==> config.mk <==
export PLATFORM = sky130hd
export DESIGN_NAME = indirect_access_mode_decoder
export DESIGN_NICKNAME = d
export VERILOG_FILES = /design/src/core/indirect_access_pkg.sv /design/src/core/indirect_access_mode_decoder.sv
export VERILOG_INCLUDE_DIRS = /design/src /design/src/core
export SDC_FILE = /design/constraint.sdc
export NUM_CORES = 1
export LEC_CHECK = 0
export BUFFER_PORTS_ARGS = -buffer_cell sky130_fd_sc_hd__buf_2
export CAP_MARGIN = 20
export CORE_AREA = 5 5 259 185
export CTS_CLUSTER_DIAMETER = 30
export DETAILED_ROUTE_END_ITERATION = 8
export DIE_AREA = 0 0 264 190
export PLACE_DENSITY_LB_ADDON = 0.25
export SLEW_MARGIN = 5
export SYNTH_ARGS = -nofsm -noshare
export SYNTH_HDL_FRONTEND = slang
export SYNTH_SLANG_ARGS = --single-unit
==> constraint.sdc <==
create_clock -name i_clk_sys -period 8.3 [get_ports i_clk_sys]
set_input_delay 0.83 -clock i_clk_sys [delete_from_list [all_inputs] [get_ports i_clk_sys]]
set_output_delay 0.83 -clock i_clk_sys [all_outputs]
set_load 0.05 [all_outputs]
==> src/core/indirect_access_defines.svh <==
`ifndef INDIRECT_ACCESS_DEFINES_SVH
`define INDIRECT_ACCESS_DEFINES_SVH
// ==========================================
// Direct register addresses (two host address lines)
`define DIR_MASTER 2'h0
`define DIR_SLOT_INDEX 2'h1
`define DIR_SELECTOR 2'h2
`define DIR_DATA 2'h3
// ==========================================
// Master control bit positions
`define MCR_BUSY_BIT 0
`define MCR_SOFT_RESET_BIT 7
// ==========================================
// Selector fields
`define SEL_SPACE_MSB 7
`define SEL_SPACE_LSB 4
`define SEL_LOW_MSB 3
`define SEL_LOW_LSB 0
// ==========================================
// Control register offsets
`define CR_MAIN_CLOCK_SELECT 8'h00
`define CR_NETWORK_REFERENCE_CLOCK_CLOCK_SELECT 8'h01
`define CR_PROG_CLOCK_OUTPUTS 8'h02
`define CR_CLOCK_RESOURCE_SELECT 8'h03
`define CR_FALLBACK_CLOCK_SELECT 8'h04
`define CR_LOCAL_CLOCKS_UPPER 8'h05
`define CR_LOCAL_CLOCKS_LOWER 8'h06
`define CR_MAIN_CLOCK_DIVIDER 8'h07
`define CR_NETWORK_REFERENCE_CLOCK_CLOCK_DIVIDER 8'h08
`define CR_RESOURCE_CLOCK_DIVIDER 8'h09
`define CR_LOCAL_STREAM_CONTROL 8'h0C
`define CR_CONNECTION_DELAY_TYPE 8'h0E
`define CR_BACKPLANE_LOW 8'h10
`define CR_BACKPLANE_HIGH 8'h11
`define CR_GENERAL_PURPOSE_IO 8'h18
`define CR_FRAME_A_START_LOW 8'h20
`define CR_FRAME_A_HIGH 8'h21
`define CR_FRAME_B_START_LOW 8'h22
`define CR_FRAME_B_HIGH 8'h23
`define CR_FRAME_B_OUT_LOW 8'h24
`define CR_FRAME_B_OUT_HIGH 8'h25
`define CR_CLOCK_ERROR_IND 8'h28
`define CR_CLOCK_ERROR_STAT 8'h29
`define CR_SYSTEM_ERROR_FLAGS 8'h2A
`define CR_CLOCK_WATCHDOG_MASK 8'h2B
`define CR_DIAG_ONE 8'h30
`define CR_DIAG_TWO 8'h31
`define CR_DIAG_THREE 8'h32
`define CR_RESET_VALUE 8'h00
// ==========================================
// Search memory run phase length in clock cycles; the done cycle adds one more
`define SEARCH_OP_CYCLES 4'h4
`endif

==> src/core/indirect_access_pkg.sv <==
`default_nettype none
package indirect_access_pkg;
   // ==========================================
   // Decoded target of the selector byte
   typedef enum logic [4:0] {
      TGT_CONTROL = 5'h00,
      TGT_LOCAL_DATA_ONE = 5'h01,
      TGT_LOCAL_DATA_TWO = 5'h02,
      TGT_LOCAL_CONN_SLOT = 5'h03,
      TGT_LOCAL_CONN_STREAM = 5'h04,
      TGT_LOCAL_HOLD_WIPE = 5'h05,
      TGT_SEARCH_DATA_ONE = 5'h06,
      TGT_SEARCH_DATA_TWO = 5'h07,
      TGT_SEARCH_SLOT = 5'h08,
      TGT_SEARCH_STREAM = 5'h09,
      TGT_SEARCH_TAG = 5'h0A,
      TGT_MAKE_LINK = 5'h0B,
      TGT_BREAK_LINK = 5'h0C,
      TGT_CLEAR_SLOT = 5'h0D,
      TGT_READ_SLOT = 5'h0E,
      TGT_SEARCH = 5'h0F,
      TGT_WIPE = 5'h10,
      TGT_HOLDING_WIPE = 5'h11,
      TGT_SEARCH_INIT = 5'h12,
      TGT_RESERVED = 5'h1F
   } target_e;
   // Which connection memory a command acts on
   typedef enum logic [1:0] {
      BANK_EVEN = 2'h0,
      BANK_ODD = 2'h1,
      BANK_ALL = 2'h2,
      BANK_LOCAL = 2'h3
   } bank_e;
   // Gray coded along idle -> run -> done
   typedef enum logic [1:0] {
      ST_IDLE = 2'b00,
      ST_RUN = 2'b01,
      ST_DONE = 2'b11
   } op_state_e;
endpackage : indirect_access_pkg
`default_nettype wire

==> src/core/indirect_access_mode_decoder.sv <==
// Notes on behaviour
// - Selector: upper nibble space, lower nibble stream
// - Slot index byte indexes selected memory
// - Selector zero maps data onto control registers
// - Codes 1 and 2 select local data memories
// - Codes 4 and 5 select local connection fields
// - Code 70 wipes local holding registers
// - Code B0/B1/B2 select search memory fields
// - E0/E1/E3 make a link at next free
// - E4/E5/E7 break a link
// - E8/E9/EB clear slot named by index
// - EC/ED/EF read slot into data port
// - F0/F1/F3 search, result into data port
// - F8/F9/FB wipe whole connection memory
// - FC wipes only search holding registers
// - FF initialises all search memories
// - Control registers reset to zero
// - Main clock select field layout
// - Network reference select field layout
// - Selector at address 2, write only
// - Busy bit high during search memory access
`include "indirect_access_defines.svh"
`default_nettype none
module indirect_access_mode_decoder #(
   parameter int CR_DEPTH = 64
) (
   input wire logic i_clk_sys,
   input wire logic i_rst_n,
   input wire logic [1:0] i_addr,
   input wire logic i_wr,
   input wire logic i_rd,
   input wire logic [7:0] i_wdata,
   input wire logic [7:0] i_mem_rdata,
   input wire logic [7:0] i_search_result,
   output logic [7:0] o_rdata,
   output logic o_mem_wr,
   output logic o_mem_rd,
   output indirect_access_pkg::target_e o_target,
   output logic [3:0] o_stream,
   output logic [7:0] o_slot,
   output logic [7:0] o_mem_wdata,
   output indirect_access_pkg::bank_e o_bank,
   output logic o_cmd_start,
   output logic o_busy,
   output logic o_local_hold_wipe,
   output logic [7:0] o_main_clock_select,
   output logic [7:0] o_network_reference_clock_clock_select
);
   import indirect_access_pkg::*;

   // Refused at elaboration: the map needs offsets up to 0x32
   if (CR_DEPTH < 51 || CR_DEPTH > 256) begin : g_depth_check
      $error("CR_DEPTH must hold offsets up to 0x32");
   end

   // ==========================================
   // State
   typedef struct packed {
      logic [7:0] selector_reg;
      logic [7:0] slot_reg;
      logic [7:0] data_reg;
      logic [7:0] rdata_reg;
      logic mem_wr_reg;
      logic mem_rd_reg;
      logic cmd_start_reg;
      logic local_wipe_reg;
      logic read_pending_reg;
      op_state_e op_reg;
      logic [3:0] op_cnt_reg;
      target_e target_reg;
      bank_e bank_reg;
      logic busy_reg;
      logic [CR_DEPTH*8-1:0] cr_reg;
   } state_s;

   state_s st_reg;
   state_s st_next;
   target_e tgt;
   bank_e bank;
   target_e tgt_nx;
   bank_e bank_nx;
   logic [7:0] sel_nx;
   logic [7:0] cr_rd;
   logic cr_valid;
   logic search_cmd;

   // ==========================================
   // Selector decode
   function automatic bank_e bank_of(input logic [1:0] b);
      unique case (b)
         2'b00: bank_of = BANK_EVEN;
         2'b01: bank_of = BANK_ODD;
         2'b11: bank_of = BANK_LOCAL;
         default: bank_of = BANK_ALL;
      endcase
   endfunction : bank_of

   // Decoded from the next selector so target and bank leave flip-flops
   assign sel_nx = (i_wr && i_addr == `DIR_SELECTOR) ? i_wdata : st_reg.selector_reg;

   always_comb begin
      logic [3:0] sp;
      logic [3:0] lo;
      sp = sel_nx[`SEL_SPACE_MSB:`SEL_SPACE_LSB];
      lo = sel_nx[`SEL_LOW_MSB:`SEL_LOW_LSB];
      tgt_nx = TGT_RESERVED; // Undefined codes do nothing
      bank_nx = bank_of(lo[1:0]);
      unique case (sp)
         4'h0: if (lo == 4'h0) tgt_nx = TGT_CONTROL;
         4'h1: tgt_nx = TGT_LOCAL_DATA_ONE;
         4'h2: tgt_nx = TGT_LOCAL_DATA_TWO;
         4'h4: tgt_nx = TGT_LOCAL_CONN_SLOT;
         4'h5: tgt_nx = TGT_LOCAL_CONN_STREAM;
         4'h7: if (lo == 4'h0) tgt_nx = TGT_LOCAL_HOLD_WIPE;
         4'h9: if (lo == 4'h0) tgt_nx = TGT_SEARCH_DATA_ONE;
         4'hA: if (lo == 4'h0) tgt_nx = TGT_SEARCH_DATA_TWO;
         4'hB: begin
            if (lo == 4'h0) tgt_nx = TGT_SEARCH_SLOT;
            else if (lo == 4'h1) tgt_nx = TGT_SEARCH_STREAM;
            else if (lo == 4'h2) tgt_nx = TGT_SEARCH_TAG;
         end
         4'hE: begin
            if (lo[1:0] != 2'b10) begin
               unique case (lo[3:2])
                  2'b00: tgt_nx = TGT_MAKE_LINK;
                  2'b01: tgt_nx = TGT_BREAK_LINK;
                  2'b10: tgt_nx = TGT_CLEAR_SLOT;
                  2'b11: tgt_nx = TGT_READ_SLOT;
               endcase
            end
         end
         4'hF: begin
            if (lo == 4'hF) begin
               tgt_nx = TGT_SEARCH_INIT;
               bank_nx = BANK_ALL;
            end else if (lo == 4'hC) begin
               tgt_nx = TGT_HOLDING_WIPE;
               bank_nx = BANK_ALL;
            end else if (lo[1:0] != 2'b10 && lo[2] == 1'b0) begin
               tgt_nx = lo[3] ? TGT_WIPE : TGT_SEARCH;
            end
         end
         default: tgt_nx = TGT_RESERVED;
      endcase
   end

   // Registered copy always matches the decode of the held selector
   assign tgt = st_reg.target_reg;
   assign bank = st_reg.bank_reg;

   // Commands that run as a timed search-memory operation
   assign search_cmd = (tgt == TGT_MAKE_LINK) || (tgt == TGT_BREAK_LINK) ||
      (tgt == TGT_CLEAR_SLOT) || (tgt == TGT_READ_SLOT) || (tgt == TGT_SEARCH) ||
      (tgt == TGT_WIPE) || (tgt == TGT_HOLDING_WIPE) || (tgt == TGT_SEARCH_INIT);

   // ==========================================
   // Control register space
   always_comb begin
      cr_valid = 1'b0;
      unique case (st_reg.slot_reg)
         `CR_MAIN_CLOCK_SELECT, `CR_NETWORK_REFERENCE_CLOCK_CLOCK_SELECT, `CR_PROG_CLOCK_OUTPUTS,
         `CR_CLOCK_RESOURCE_SELECT, `CR_FALLBACK_CLOCK_SELECT, `CR_LOCAL_CLOCKS_UPPER,
         `CR_LOCAL_CLOCKS_LOWER, `CR_MAIN_CLOCK_DIVIDER, `CR_NETWORK_REFERENCE_CLOCK_CLOCK_DIVIDER,
         `CR_RESOURCE_CLOCK_DIVIDER, `CR_LOCAL_STREAM_CONTROL, `CR_CONNECTION_DELAY_TYPE,
         `CR_BACKPLANE_LOW, `CR_BACKPLANE_HIGH, `CR_GENERAL_PURPOSE_IO,
         `CR_FRAME_A_START_LOW, `CR_FRAME_A_HIGH, `CR_FRAME_B_START_LOW,
         `CR_FRAME_B_HIGH, `CR_FRAME_B_OUT_LOW, `CR_FRAME_B_OUT_HIGH,
         `CR_CLOCK_ERROR_IND, `CR_CLOCK_ERROR_STAT, `CR_SYSTEM_ERROR_FLAGS,
         `CR_CLOCK_WATCHDOG_MASK, `CR_DIAG_ONE, `CR_DIAG_TWO, `CR_DIAG_THREE:
            cr_valid = 1'b1;
         default: cr_valid = 1'b0;
      endcase
      cr_rd = cr_valid ? st_reg.cr_reg[st_reg.slot_reg*8 +: 8] : 8'h00;
   end

   // ==========================================
   // Next state
   always_comb begin
      logic ro;
      ro = (st_reg.slot_reg == `CR_CLOCK_ERROR_IND) ||
         (st_reg.slot_reg == `CR_CLOCK_ERROR_STAT) ||
         (st_reg.slot_reg == `CR_SYSTEM_ERROR_FLAGS);
      st_next = st_reg;
      st_next.mem_wr_reg = 1'b0;
      st_next.mem_rd_reg = 1'b0;
      st_next.cmd_start_reg = 1'b0;
      st_next.local_wipe_reg = 1'b0;
      // Search memory sequencer; busy while not idle
      unique case (st_reg.op_reg)
         ST_IDLE: ;
         ST_RUN: begin
            if (st_reg.op_cnt_reg == 4'h1) begin
               st_next.op_reg = ST_DONE;
            end
            st_next.op_cnt_reg = st_reg.op_cnt_reg - 4'h1;
         end
         ST_DONE: begin
            if (tgt == TGT_READ_SLOT || tgt == TGT_SEARCH) begin
               st_next.data_reg = i_search_result;
            end
            st_next.op_reg = ST_IDLE;
         end
         default: st_next.op_reg = ST_IDLE;
      endcase
      // Memory read data is captured in the same cycle as the strobe
      if (st_reg.read_pending_reg) begin
         st_next.data_reg = i_mem_rdata;
         st_next.read_pending_reg = 1'b0;
      end
      if (i_wr) begin
         unique case (i_addr)
            `DIR_MASTER: begin
               if (i_wdata[`MCR_SOFT_RESET_BIT]) begin
                  st_next.cr_reg = '0;
               end
            end
            `DIR_SLOT_INDEX: st_next.slot_reg = i_wdata;
            `DIR_SELECTOR: begin
               st_next.selector_reg = i_wdata;
            end
            `DIR_DATA: begin
               st_next.data_reg = i_wdata;
               if (tgt == TGT_CONTROL) begin
                  if (cr_valid && !ro) begin
                     st_next.cr_reg[st_reg.slot_reg*8 +: 8] = i_wdata;
                  end
               end else if (tgt != TGT_RESERVED && tgt != TGT_LOCAL_HOLD_WIPE &&
                  !search_cmd) begin
                  st_next.mem_wr_reg = 1'b1;
               end
            end
         endcase
      end
      // Commands fire when the data register is written and the unit is idle; code 70 fires on the selector write
      if (i_wr && i_addr == `DIR_SELECTOR) begin
         if (i_wdata == 8'h70) begin
            st_next.local_wipe_reg = 1'b1;
         end
      end
      if (st_reg.op_reg == ST_IDLE && search_cmd && st_reg.cmd_start_reg == 1'b0 &&
         i_wr && i_addr == `DIR_DATA) begin
         st_next.cmd_start_reg = 1'b1;
         st_next.op_reg = ST_RUN;
         st_next.op_cnt_reg = `SEARCH_OP_CYCLES;
      end
      if (i_rd && i_addr == `DIR_DATA) begin
         if (tgt != TGT_CONTROL && tgt != TGT_RESERVED && !search_cmd) begin
            st_next.mem_rd_reg = 1'b1;
            st_next.read_pending_reg = 1'b1;
         end
      end
      // Read mux: selector and slot index are write only
      unique case (i_addr)
         `DIR_MASTER: st_next.rdata_reg = {7'h00, (st_reg.op_reg != ST_IDLE)};
         `DIR_DATA: st_next.rdata_reg = (tgt == TGT_CONTROL) ? cr_rd : st_reg.data_reg;
         default: st_next.rdata_reg = 8'h00;
      endcase
      st_next.target_reg = tgt_nx;
      st_next.bank_reg = bank_nx;
      st_next.busy_reg = (st_next.op_reg != ST_IDLE);
   end

   always_ff @(posedge i_clk_sys or negedge i_rst_n) begin
      if (!i_rst_n) begin
         st_reg <= '0;
      end else begin
         st_reg <= st_next;
      end
   end

   // ==========================================
   // Outputs, all straight from the state
   assign o_rdata = st_reg.rdata_reg;
   assign o_mem_wr = st_reg.mem_wr_reg;
   assign o_mem_rd = st_reg.mem_rd_reg;
   assign o_target = st_reg.target_reg;
   assign o_stream = st_reg.selector_reg[`SEL_LOW_MSB:`SEL_LOW_LSB];
   assign o_slot = st_reg.slot_reg;
   assign o_mem_wdata = st_reg.data_reg;
   assign o_bank = st_reg.bank_reg;
   assign o_cmd_start = st_reg.cmd_start_reg;
   assign o_busy = st_reg.busy_reg;
   assign o_local_hold_wipe = st_reg.local_wipe_reg;
   assign o_main_clock_select = st_reg.cr_reg[`CR_MAIN_CLOCK_SELECT*8 +: 8];
   assign o_network_reference_clock_clock_select = st_reg.cr_reg[`CR_NETWORK_REFERENCE_CLOCK_CLOCK_SELECT*8 +: 8];
endmodule : indirect_access_mode_decoder
`default_nettype wire

---- Word level (Yosys, flattened, before mapping) ----
Memories as Yosys holds them, arrays and structs flattened.
Cells that the tools add are included.
storage, ports and cells
  logic and storage cells ................. 151
  input port bits ......................... 30
  memories ................................ 1
  ROM bits ................................ 64
  memory bits (writable) .................. 0
  register bits ........................... 562
  bits in latches ......................... 0
memories
  memory           depth  width  read ports  clocked after memory_dff  wr ports  line                                 source
  (no name shown)  64     1      1           0                         0         indirect_access_mode_decoder.sv:160  unique case (st_reg.slot_reg)
operators by class
  $mul .................................... 0
  bitwise operators ....................... 2
  $add $sub $neg .......................... 2
  reduce and logical (&&, ||, !) cells .... 40
  div/mod/pow operators ................... 0
  magnitude comparators ................... 0
  shift-type cells ........................ 3
  multiplexer cells ....................... 46
  eq/ne operators ......................... 43
operator list
  cell                                                                      count
  512-bit 2-to-1 mux                                                        3
  512-bit one-hot mux with 2 select lines                                   1
  512-bit bitwise mux                                                       1
  8-bit by 34-bit variable shift with 512-bit output, first input constant  1
  512-bit by 12-bit indexed part select with 8-bit output                   1
  8-bit by 34-bit indexed part select with 512-bit output                   1
  8-bit 2-to-1 mux                                                          8
  5-bit 2-to-1 mux                                                          12
  5-bit one-hot mux with 11 select lines                                    1
  11-bit negation with 34-bit output                                        1
  4-bit == test, second input constant                                      7
  5-bit by 4-bit == test with 1-bit output, second input constant           5
  8-bit by 6-bit == test with 1-bit output, second input constant           3
  5-bit one-hot mux with 4 select lines                                     1
  8-bit one-hot mux with 2 select lines                                     1
  5-bit == test, second input constant                                      3
  2-bit == test, second input constant                                      6
  4-bit by 1-bit == test with 1-bit output, second input constant           3
  4-bit by 3-bit == test with 1-bit output, second input constant           3
  1-bit logical AND                                                         12
  2-bit zero test                                                           5
  1-bit logical OR                                                          10
  1-bit 2-to-1 mux                                                          10
  2-bit by 1-bit == test with 1-bit output, second input constant           4
  other kinds (20)                                                          33

---- Logic depth before layout (Yosys ltp) ----
Gate-level depths: netlist (run 1).
  word-level depth ........................ 14
  gate-level depth with buffers ........... 15

---- Worst setup path before layout (run 1) ----
No wires, ideal clock.
  kind .................................... register to register
  start point ............................. register st_reg, in the netlist o_slot[0]
  end point ............................... register st_reg[160] in the netlist's numbering
  library setup time ...................... 0.121 ns
  cell stages (with the launch flop) ...... 14
  path slack .............................. 4.411 ns
  buffers on the path ..................... 5
  data arrival time ....................... 3.768 ns
  cells stage by stage .................... dfrtp_1 buf_2 buf_2 buf_2 buf_2 clkinv_1 ha_1 or2_0 clkbuf_1 a311oi_2 nand3_1 o31ai_1 nand2_1 a22o_1
on the way
  word-level cells in the longest chain between the ends .. 7
ends and longest elaborated chain
  what                                                                        line                                 source
  start: declaration                                                          indirect_access_mode_decoder.sv:76   state_s st_reg;
  start signal: assignment                                                    indirect_access_mode_decoder.sv:267  st_reg <= st_next;
  branches (longest 7 deep; another with 11-bit negation with 34-bit output)  n/a
Several ways; the timed one is not identified. The select of a mux whose other input is x is not followed.
A chain may end at the register's enable or synchronous reset.

---- Worst setup path after layout (run 1) ----
  start point ............................. register st_reg, in the netlist o_slot[0]
  end point ............................... register st_reg[486] in the netlist's numbering
Same word-level chain as after synthesis.

==> flow_metrics.env, run 1 <==
export IMPL_status="finished, final reports clean"
export IMPL_syn_area_um2=26800
export IMPL_drt_initial_drc_count=3844
export IMPL_antenna_cells=0
export IMPL_p_total_mw=8.20
export IMPL_cp_required_ns=8.85
export IMPL_synth_main_ff_cell="dfrtp_1"
export IMPL_slew_headroom=0.147
export IMPL_portBuffers=85
export IMPL_synth_area_leader_cell="dfrtp_1"
export IMPL_hold_ws_ns=0.109
export IMPL_cts_tree="built"
export IMPL_synth_nets=2178
export IMPL_slowest_delay_ns=0.96
export IMPL_slew_viol_final=0
export IMPL_r2r_start="o_slot[0]"
export IMPL_hold_path_class="input pin to async pin"
export IMPL_synth_top_cells_by_count="554 x dfrtp_1, 394 x a22o_1, 119 x mux4_2"
export IMPL_end_kind="flip-flop"
export IMPL_netlist_area_leader_share=0.517
export IMPL_max_vdd_ir_drop_mv=0.227
export IMPL_gp_congestion=1.09
export IMPL_vias=22054
export IMPL_fin_util=0.670
export IMPL_initial_utilization=0.588
export IMPL_wirelength_um=106000
export IMPL_core_area_um2=45600
export IMPL_clkTransAtPathRegs_ns=0.05
export IMPL_cts_buffers=85
export IMPL_wl_per_cell_um=37.1
export IMPL_async_flop_share=1.00
export IMPL_synth_distinct_cells=83
export IMPL_hold_viol_final=0
export IMPL_die_h_um=190
export IMPL_r2r_end="st_reg[486]"
export IMPL_largest_register_ffs=499
export IMPL_synth_area_leaders="dfrtp_1 52%, a22o_1 13%, mux4_2 10%"
export IMPL_yosysSeqAreaShare=0.517
export IMPL_fin_nets=2216
export IMPL_tightest_slew_ns=1.27
export IMPL_crit_slowest_cell="dfrtp_4"
export IMPL_grt_setup_unrepaired="false"
export IMPL_p_per_area_nw_per_um2=268
export IMPL_path_max_fanout=43
export IMPL_synth_edf_count=0
export IMPL_yosys_warnings=0
export IMPL_ios=86
export IMPL_p_leak_nw=13.8
export IMPL_crit_family="simple AND/OR/NAND/NOR gates"
export IMPL_min_period_ns=5.76
export IMPL_finalSetupViolCount=0
export IMPL_cts_root_buf="clkbuf_16"
export IMPL_clk_latency_ns=0.64
export IMPL_arrival_ns=6.31
export IMPL_regArea_um2=13900
export IMPL_grtUsageTotal=0.419
export IMPL_synth_most_common_cell="dfrtp_1"
export IMPL_die_w_um=264
export IMPL_clock_sinks=554
export IMPL_post_cts_buffers=0
export IMPL_die_area_um2=50200
export IMPL_fmax_mhz=174
export IMPL_multi_input_area_um2=11900
export IMPL_cp_start_kind="flip-flop"
export IMPL_crit_cells=8
export IMPL_syn_area_per_cell_um2=12.6
export IMPL_path_class="flip-flop to flip-flop"
export IMPL_viasPerCell=7.73
export IMPL_fill_cells=3335
export IMPL_netlist_instances=2133
export IMPL_gr_total_overflow=0
export IMPL_cts_resized=0
export IMPL_num_rows=66
export IMPL_first_pass_iters=6
export IMPL_cts_hold_buf=0
export IMPL_period_share=0.694
export IMPL_critical_path_buf_inv_count=1
export IMPL_area_growth_pct=14.0
export IMPL_grt_max_degree=187
export IMPL_drc_errors=0
export IMPL_grt_first_pass_wirelength_um=154000
export IMPL_drive_gt1_frac=0.228
export IMPL_hpwlAfterDp_um=70600
export IMPL_ys_ff_latch=554
export IMPL_fin_area_um2=30600
export IMPL_cts_htree_levels=3
export IMPL_crit_chain="clkinv_1 > ha_1 > nor3_1 > nor2_1 > a21oi_1 > nand2_1 > nor3_2 > a22o_1"
export IMPL_grt_pass1_vias=21667
export IMPL_fin_setup_tns_ns=0
export IMPL_ant_nets=0
export IMPL_maxCapViolations=0
export IMPL_antenna_found_initial=1
export IMPL_cts_buffer_depth=3
export IMPL_placed_cell_area_um2=27500
export IMPL_r2r_slack_ns=2.54
export IMPL_clock_skew_ns=0.0268
export IMPL_rr_worst_depth=8
## placed cells by master, fill, tap and decap left out, types with 18 or more instances in the layout
cell / synthesis / layout
nor3_2: 21 / 21
dfrtp_1: 554 / 550
o2bb2ai_1: 88 / 88
mux2_2: 20 / 20
nor3_1: 19 / 19
mux4_2: 119 / 119
mux2i_1: 35 / 35
nand2_1: 114 / 114
nand3_1: 50 / 50
nor2b_1: 42 / 42
a21oi_1: 35 / 35
a22o_1: 394 / 394
a21o_1: 29 / 29
o21ai_0: 30 / 30
nor2_1: 100 / 91
a22oi_1: 19 / 19
clkbuf_16: 0 / 88
buf_4: 52 / 59
buf_2: 39 / 85
nor4_1: 20 / 20
nand4_1: 18 / 18
## logic make-up after synthesis
| group | synth area share |
|---|---|
| AOI/OAI and AO/OA | 0.219 |
| DFF | 0.517 |
| and+or+nand+nor | 0.0933 |
| buffers and inverters | 0.0403 |
| muxes | 0.121 |
| adders and majority gates | 0.00700 |
| xor gates and xnor gates | 0.00163 |
## how the worst max path moves through the flow
| stage | to | slack [ns] | start |
|---|---|---|---|
| 5_1_grt | st_reg[433] | 2.39 | o_slot[0] |
| 3_3_place_gp | st_reg[487] | 3.00 | o_slot[0] |
| 4_1_cts | st_reg[486] | 2.83 | o_slot[0] |
| 3_5_place_dp | st_reg[483] | 2.85 | o_slot[0] |
| 2_1_floorplan | st_reg[160] | 4.41 | o_slot[0] |
| 6_report | st_reg[486] | 2.54 | o_slot[0] |
## power breakdown
part | internal (mW) | switching [mW] | leakage [nW]
clock network | 2.35 | 1.38 | 1.45
logic | 0.376 | 1.22 | 4.66
registers | 2.76 | 0.108 | 7.66
## final cells by class
cell class                 instances  share of cell area
clock buffer                     103              0.0755
timing repair buffer             150              0.0317
clock inverter                    54              0.0217
multi-input combinational       1360               0.390
inverter                          20             0.00246
sequential                       554               0.454
tap                              612              0.0251
## through the flow
stage,instances,setup WS [ns]
global placement,2690,3.00
CTS,2850,2.83
floorplan,2133,4.41
global route,2853,2.39
detailed placement,2693,2.85
finish,2853,2.54
## routing by layer
| layer | track usage | part of all wire |
|---|---|---|
| met2 | 0.553 | 0.40 |
| met1 | 0.605 | 0.39 |
| met5 | 0.0145 | 0.0011 |
| met4 | 0.193 | 0.056 |
| met3 | 0.176 | 0.16 |
(Power assumes the default switching activity.)
==> inputs of run 2 (changes only) <==
CORE_AREA = 5 5 268 192   (was 5 5 259 185)
DIE_AREA = 0 0 273 197   (was 0 0 264 190)
clock period = 4.9 ns   (was 8.3 ns; I/O delays follow)
==> run 2 against run 1 <==
Sequential power is 68% higher. Worst hold slack better by 0.013 ns. Combinational power grew 81%. Die area rose by 7.2%. Routed wire length up 2.3%. Global-route usage is 1.9 points lower. Sequential cell count unchanged. Via count is 0.55% higher. Sequential share of layout area is 1.1 points lower. Critical path depth grew 2. Critical path type unchanged.
==> flow_metrics.env, run 2 (synthesis results as in run 1) <==
export IMPL_cts_htree_levels=3
export IMPL_cts_root_buf="clkbuf_16"
export IMPL_post_cts_buffers=0
export IMPL_power_switching_mw=4.81
export IMPL_r2r_start="o_slot[2]"
export IMPL_end_kind="flip-flop"
export IMPL_antenna_found_initial=2
export IMPL_clock_sinks=554
export IMPL_viasPerCell=7.48
export IMPL_clkPwrFrac=0.471
export IMPL_fill_cells=3588
export IMPL_slew_viol_final=0
export IMPL_layout_cells_non_filler=2966
export IMPL_cts_buffers=91
export IMPL_grt_setup_unrepaired="false"
export IMPL_grt_first_pass_wirelength_um=158000
export IMPL_die_h_um=197
export IMPL_min_period_ns=4.42
export IMPL_p_comb_frac=0.198
export IMPL_die_w_um=273
export IMPL_hold_viol_final=0
export IMPL_antenna_cells=0
export IMPL_r2r_end="st_reg[173]"
export IMPL_wirelength_um=108000
export IMPL_drc_errors=0
export IMPL_regArea_um2=13900
export IMPL_fin_nets=2269
export IMPL_p_int_mw=9.77
export IMPL_drive_gt1_frac=0.247
export IMPL_cts_tree="built"
export IMPL_numPlacedInstances=2793
export IMPL_final_cell_mix="550 x dfrtp_1, 394 x a22o_1, 119 x mux4_2"
export IMPL_slew_headroom=0.158
export IMPL_layout_commonest_cell="dfrtp_1"
export IMPL_r2r_slack_ns=0.48
export IMPL_multi_input_area_um2=11900
export IMPL_grtUsageTotal=0.400
export IMPL_p_per_area_nw_per_um2=465
export IMPL_finalSetupViolCount=0
export IMPL_num_rows=68
export IMPL_hold_path_endpoint="st_reg[526]"
export IMPL_tightest_slew_ns=1.25
export IMPL_portBuffers=85
export IMPL_area_growth_pct=17.0
export IMPL_initial_utilization=0.552
export IMPL_drt_initial_drc_count=3596
export IMPL_path_class="flip-flop to flip-flop"
export IMPL_gr_total_overflow=0
export IMPL_grt_pass1_vias=21926
export IMPL_fmax_mhz=226
export IMPL_p_leak_nw=14.2
export IMPL_cts_buffer_depth=3
export IMPL_wl_per_cell_um=36.5
export IMPL_swShare=0.330
export IMPL_arrival_ns=4.93
export IMPL_ios=86
export IMPL_rr_worst_depth=10
export IMPL_hpwlAfterDp_um=72300
export IMPL_max_vdd_ir_drop_mv=0.358
export IMPL_vias=22176
export IMPL_gp_congestion=1.10
export IMPL_min_path_cells=3
export IMPL_hp_start="i_rd"
export IMPL_grt_max_degree=120
export IMPL_clk_latency_ns=0.65
export IMPL_seqPwrFrac=0.330
export IMPL_fin_setup_tns_ns=0
export IMPL_first_pass_iters=7
export IMPL_maxCapViolations=0
export IMPL_status="finished, final reports clean"
export IMPL_hold_path_class="input pin to flip-flop"
export IMPL_clock_skew_ns=0.0326
export IMPL_cp_required_ns=5.40
export IMPL_period_share=0.902
export IMPL_die_area_um2=53800
export IMPL_path_max_fanout=12
export IMPL_core_area_um2=48600
export IMPL_ant_nets=0
export IMPL_largest_register_ffs=499
export IMPL_clkTransAtPathRegs_ns=0.06
export IMPL_cp_start_kind="flip-flop"
==> run 2: cell types whose count changed in the layout (fill, tap and decap cells not counted), moves of 5 or more <==
cell / delta
buf_4: +43
buf_12: +5
clkinv_4: -5
clkinv_2: -5
==> run 2: power by group through the flow <==
stage,registers [mW],clock network [mW],logic (mW)
after floorplan,4.85,0,1.68
after CTS,4.80,6.88,2.75
final,4.81,6.87,2.89
after global routing,4.82,7.13,2.96
after detailed placement,4.88,0,2.74
after global placement,4.88,0,2.72
==> run 2: worst max-delay path by stage <==
stage / from / to / slack [ns] / depth (start not counted)
finish: o_slot[2] / st_reg[173] / 0.48 / 10
global route: o_slot[0] / st_reg[171] / 0.35 / 10
CTS: o_slot[2] / st_reg[173] / 0.61 / 10
detailed placement: o_slot[2] / st_reg[171] / 0.62 / 10
global placement: o_slot[2] / st_reg[171] / 0.69 / 10
floorplan: o_slot[0] / st_reg[160] / 1.01 / 13
==> run 2: routing by layer <==
layer,up-vias,track usage,share of wire
li1,8551,-,-
met1,11518,0.561,0.39
met2,1767,0.537,0.41
met3,336,0.181,0.15
met4,4,0.178,0.054
met5,-,0.0175,0.0013
==> run 2: repair_timing <==
item,4_1_cts,5_1_grt
hold buffers,1,0
resized for setup,0,0
endpoints found under the hold margin,89,0
==> run 2: critical path, cell delays in order (launching register included) <==
cell	delay, ns
dfrtp_2	0.40
or2_4	0.35
nor4_1	0.70
nand2_1	0.18
ha_1	0.35
nand2b_1	0.17
a311oi_1	0.66
nand2_1	0.48
o31ai_1	0.36
nand2_1	0.34
o2bb2ai_1	0.29
==> run 2: through the flow <==
step                       util  cell area [um2]  worst slack (ns)  total power, mW  hold slack (ns)
after floorplan               -            26800              1.01             6.54            0.194
after global placement    0.577            28000             0.690             7.60            0.449
after detailed placement  0.577            28000             0.618             7.62            0.448
after CTS                 0.645            31300             0.610             14.4           0.0970
after global routing      0.645            31400             0.348             14.9            0.123
final                     0.645            31400             0.479             14.6            0.122
==> run 2: final cells by class <==
| type | instances | area share |
|---|---|---|
| inverter | 20 | 0.00239 |
| timing repair buffer | 197 | 0.0446 |
| multi-input combinational | 1360 | 0.379 |
| sequential | 554 | 0.442 |
| clock buffer | 112 | 0.0780 |
| clock inverter | 58 | 0.0269 |
| tap | 665 | 0.0265 |
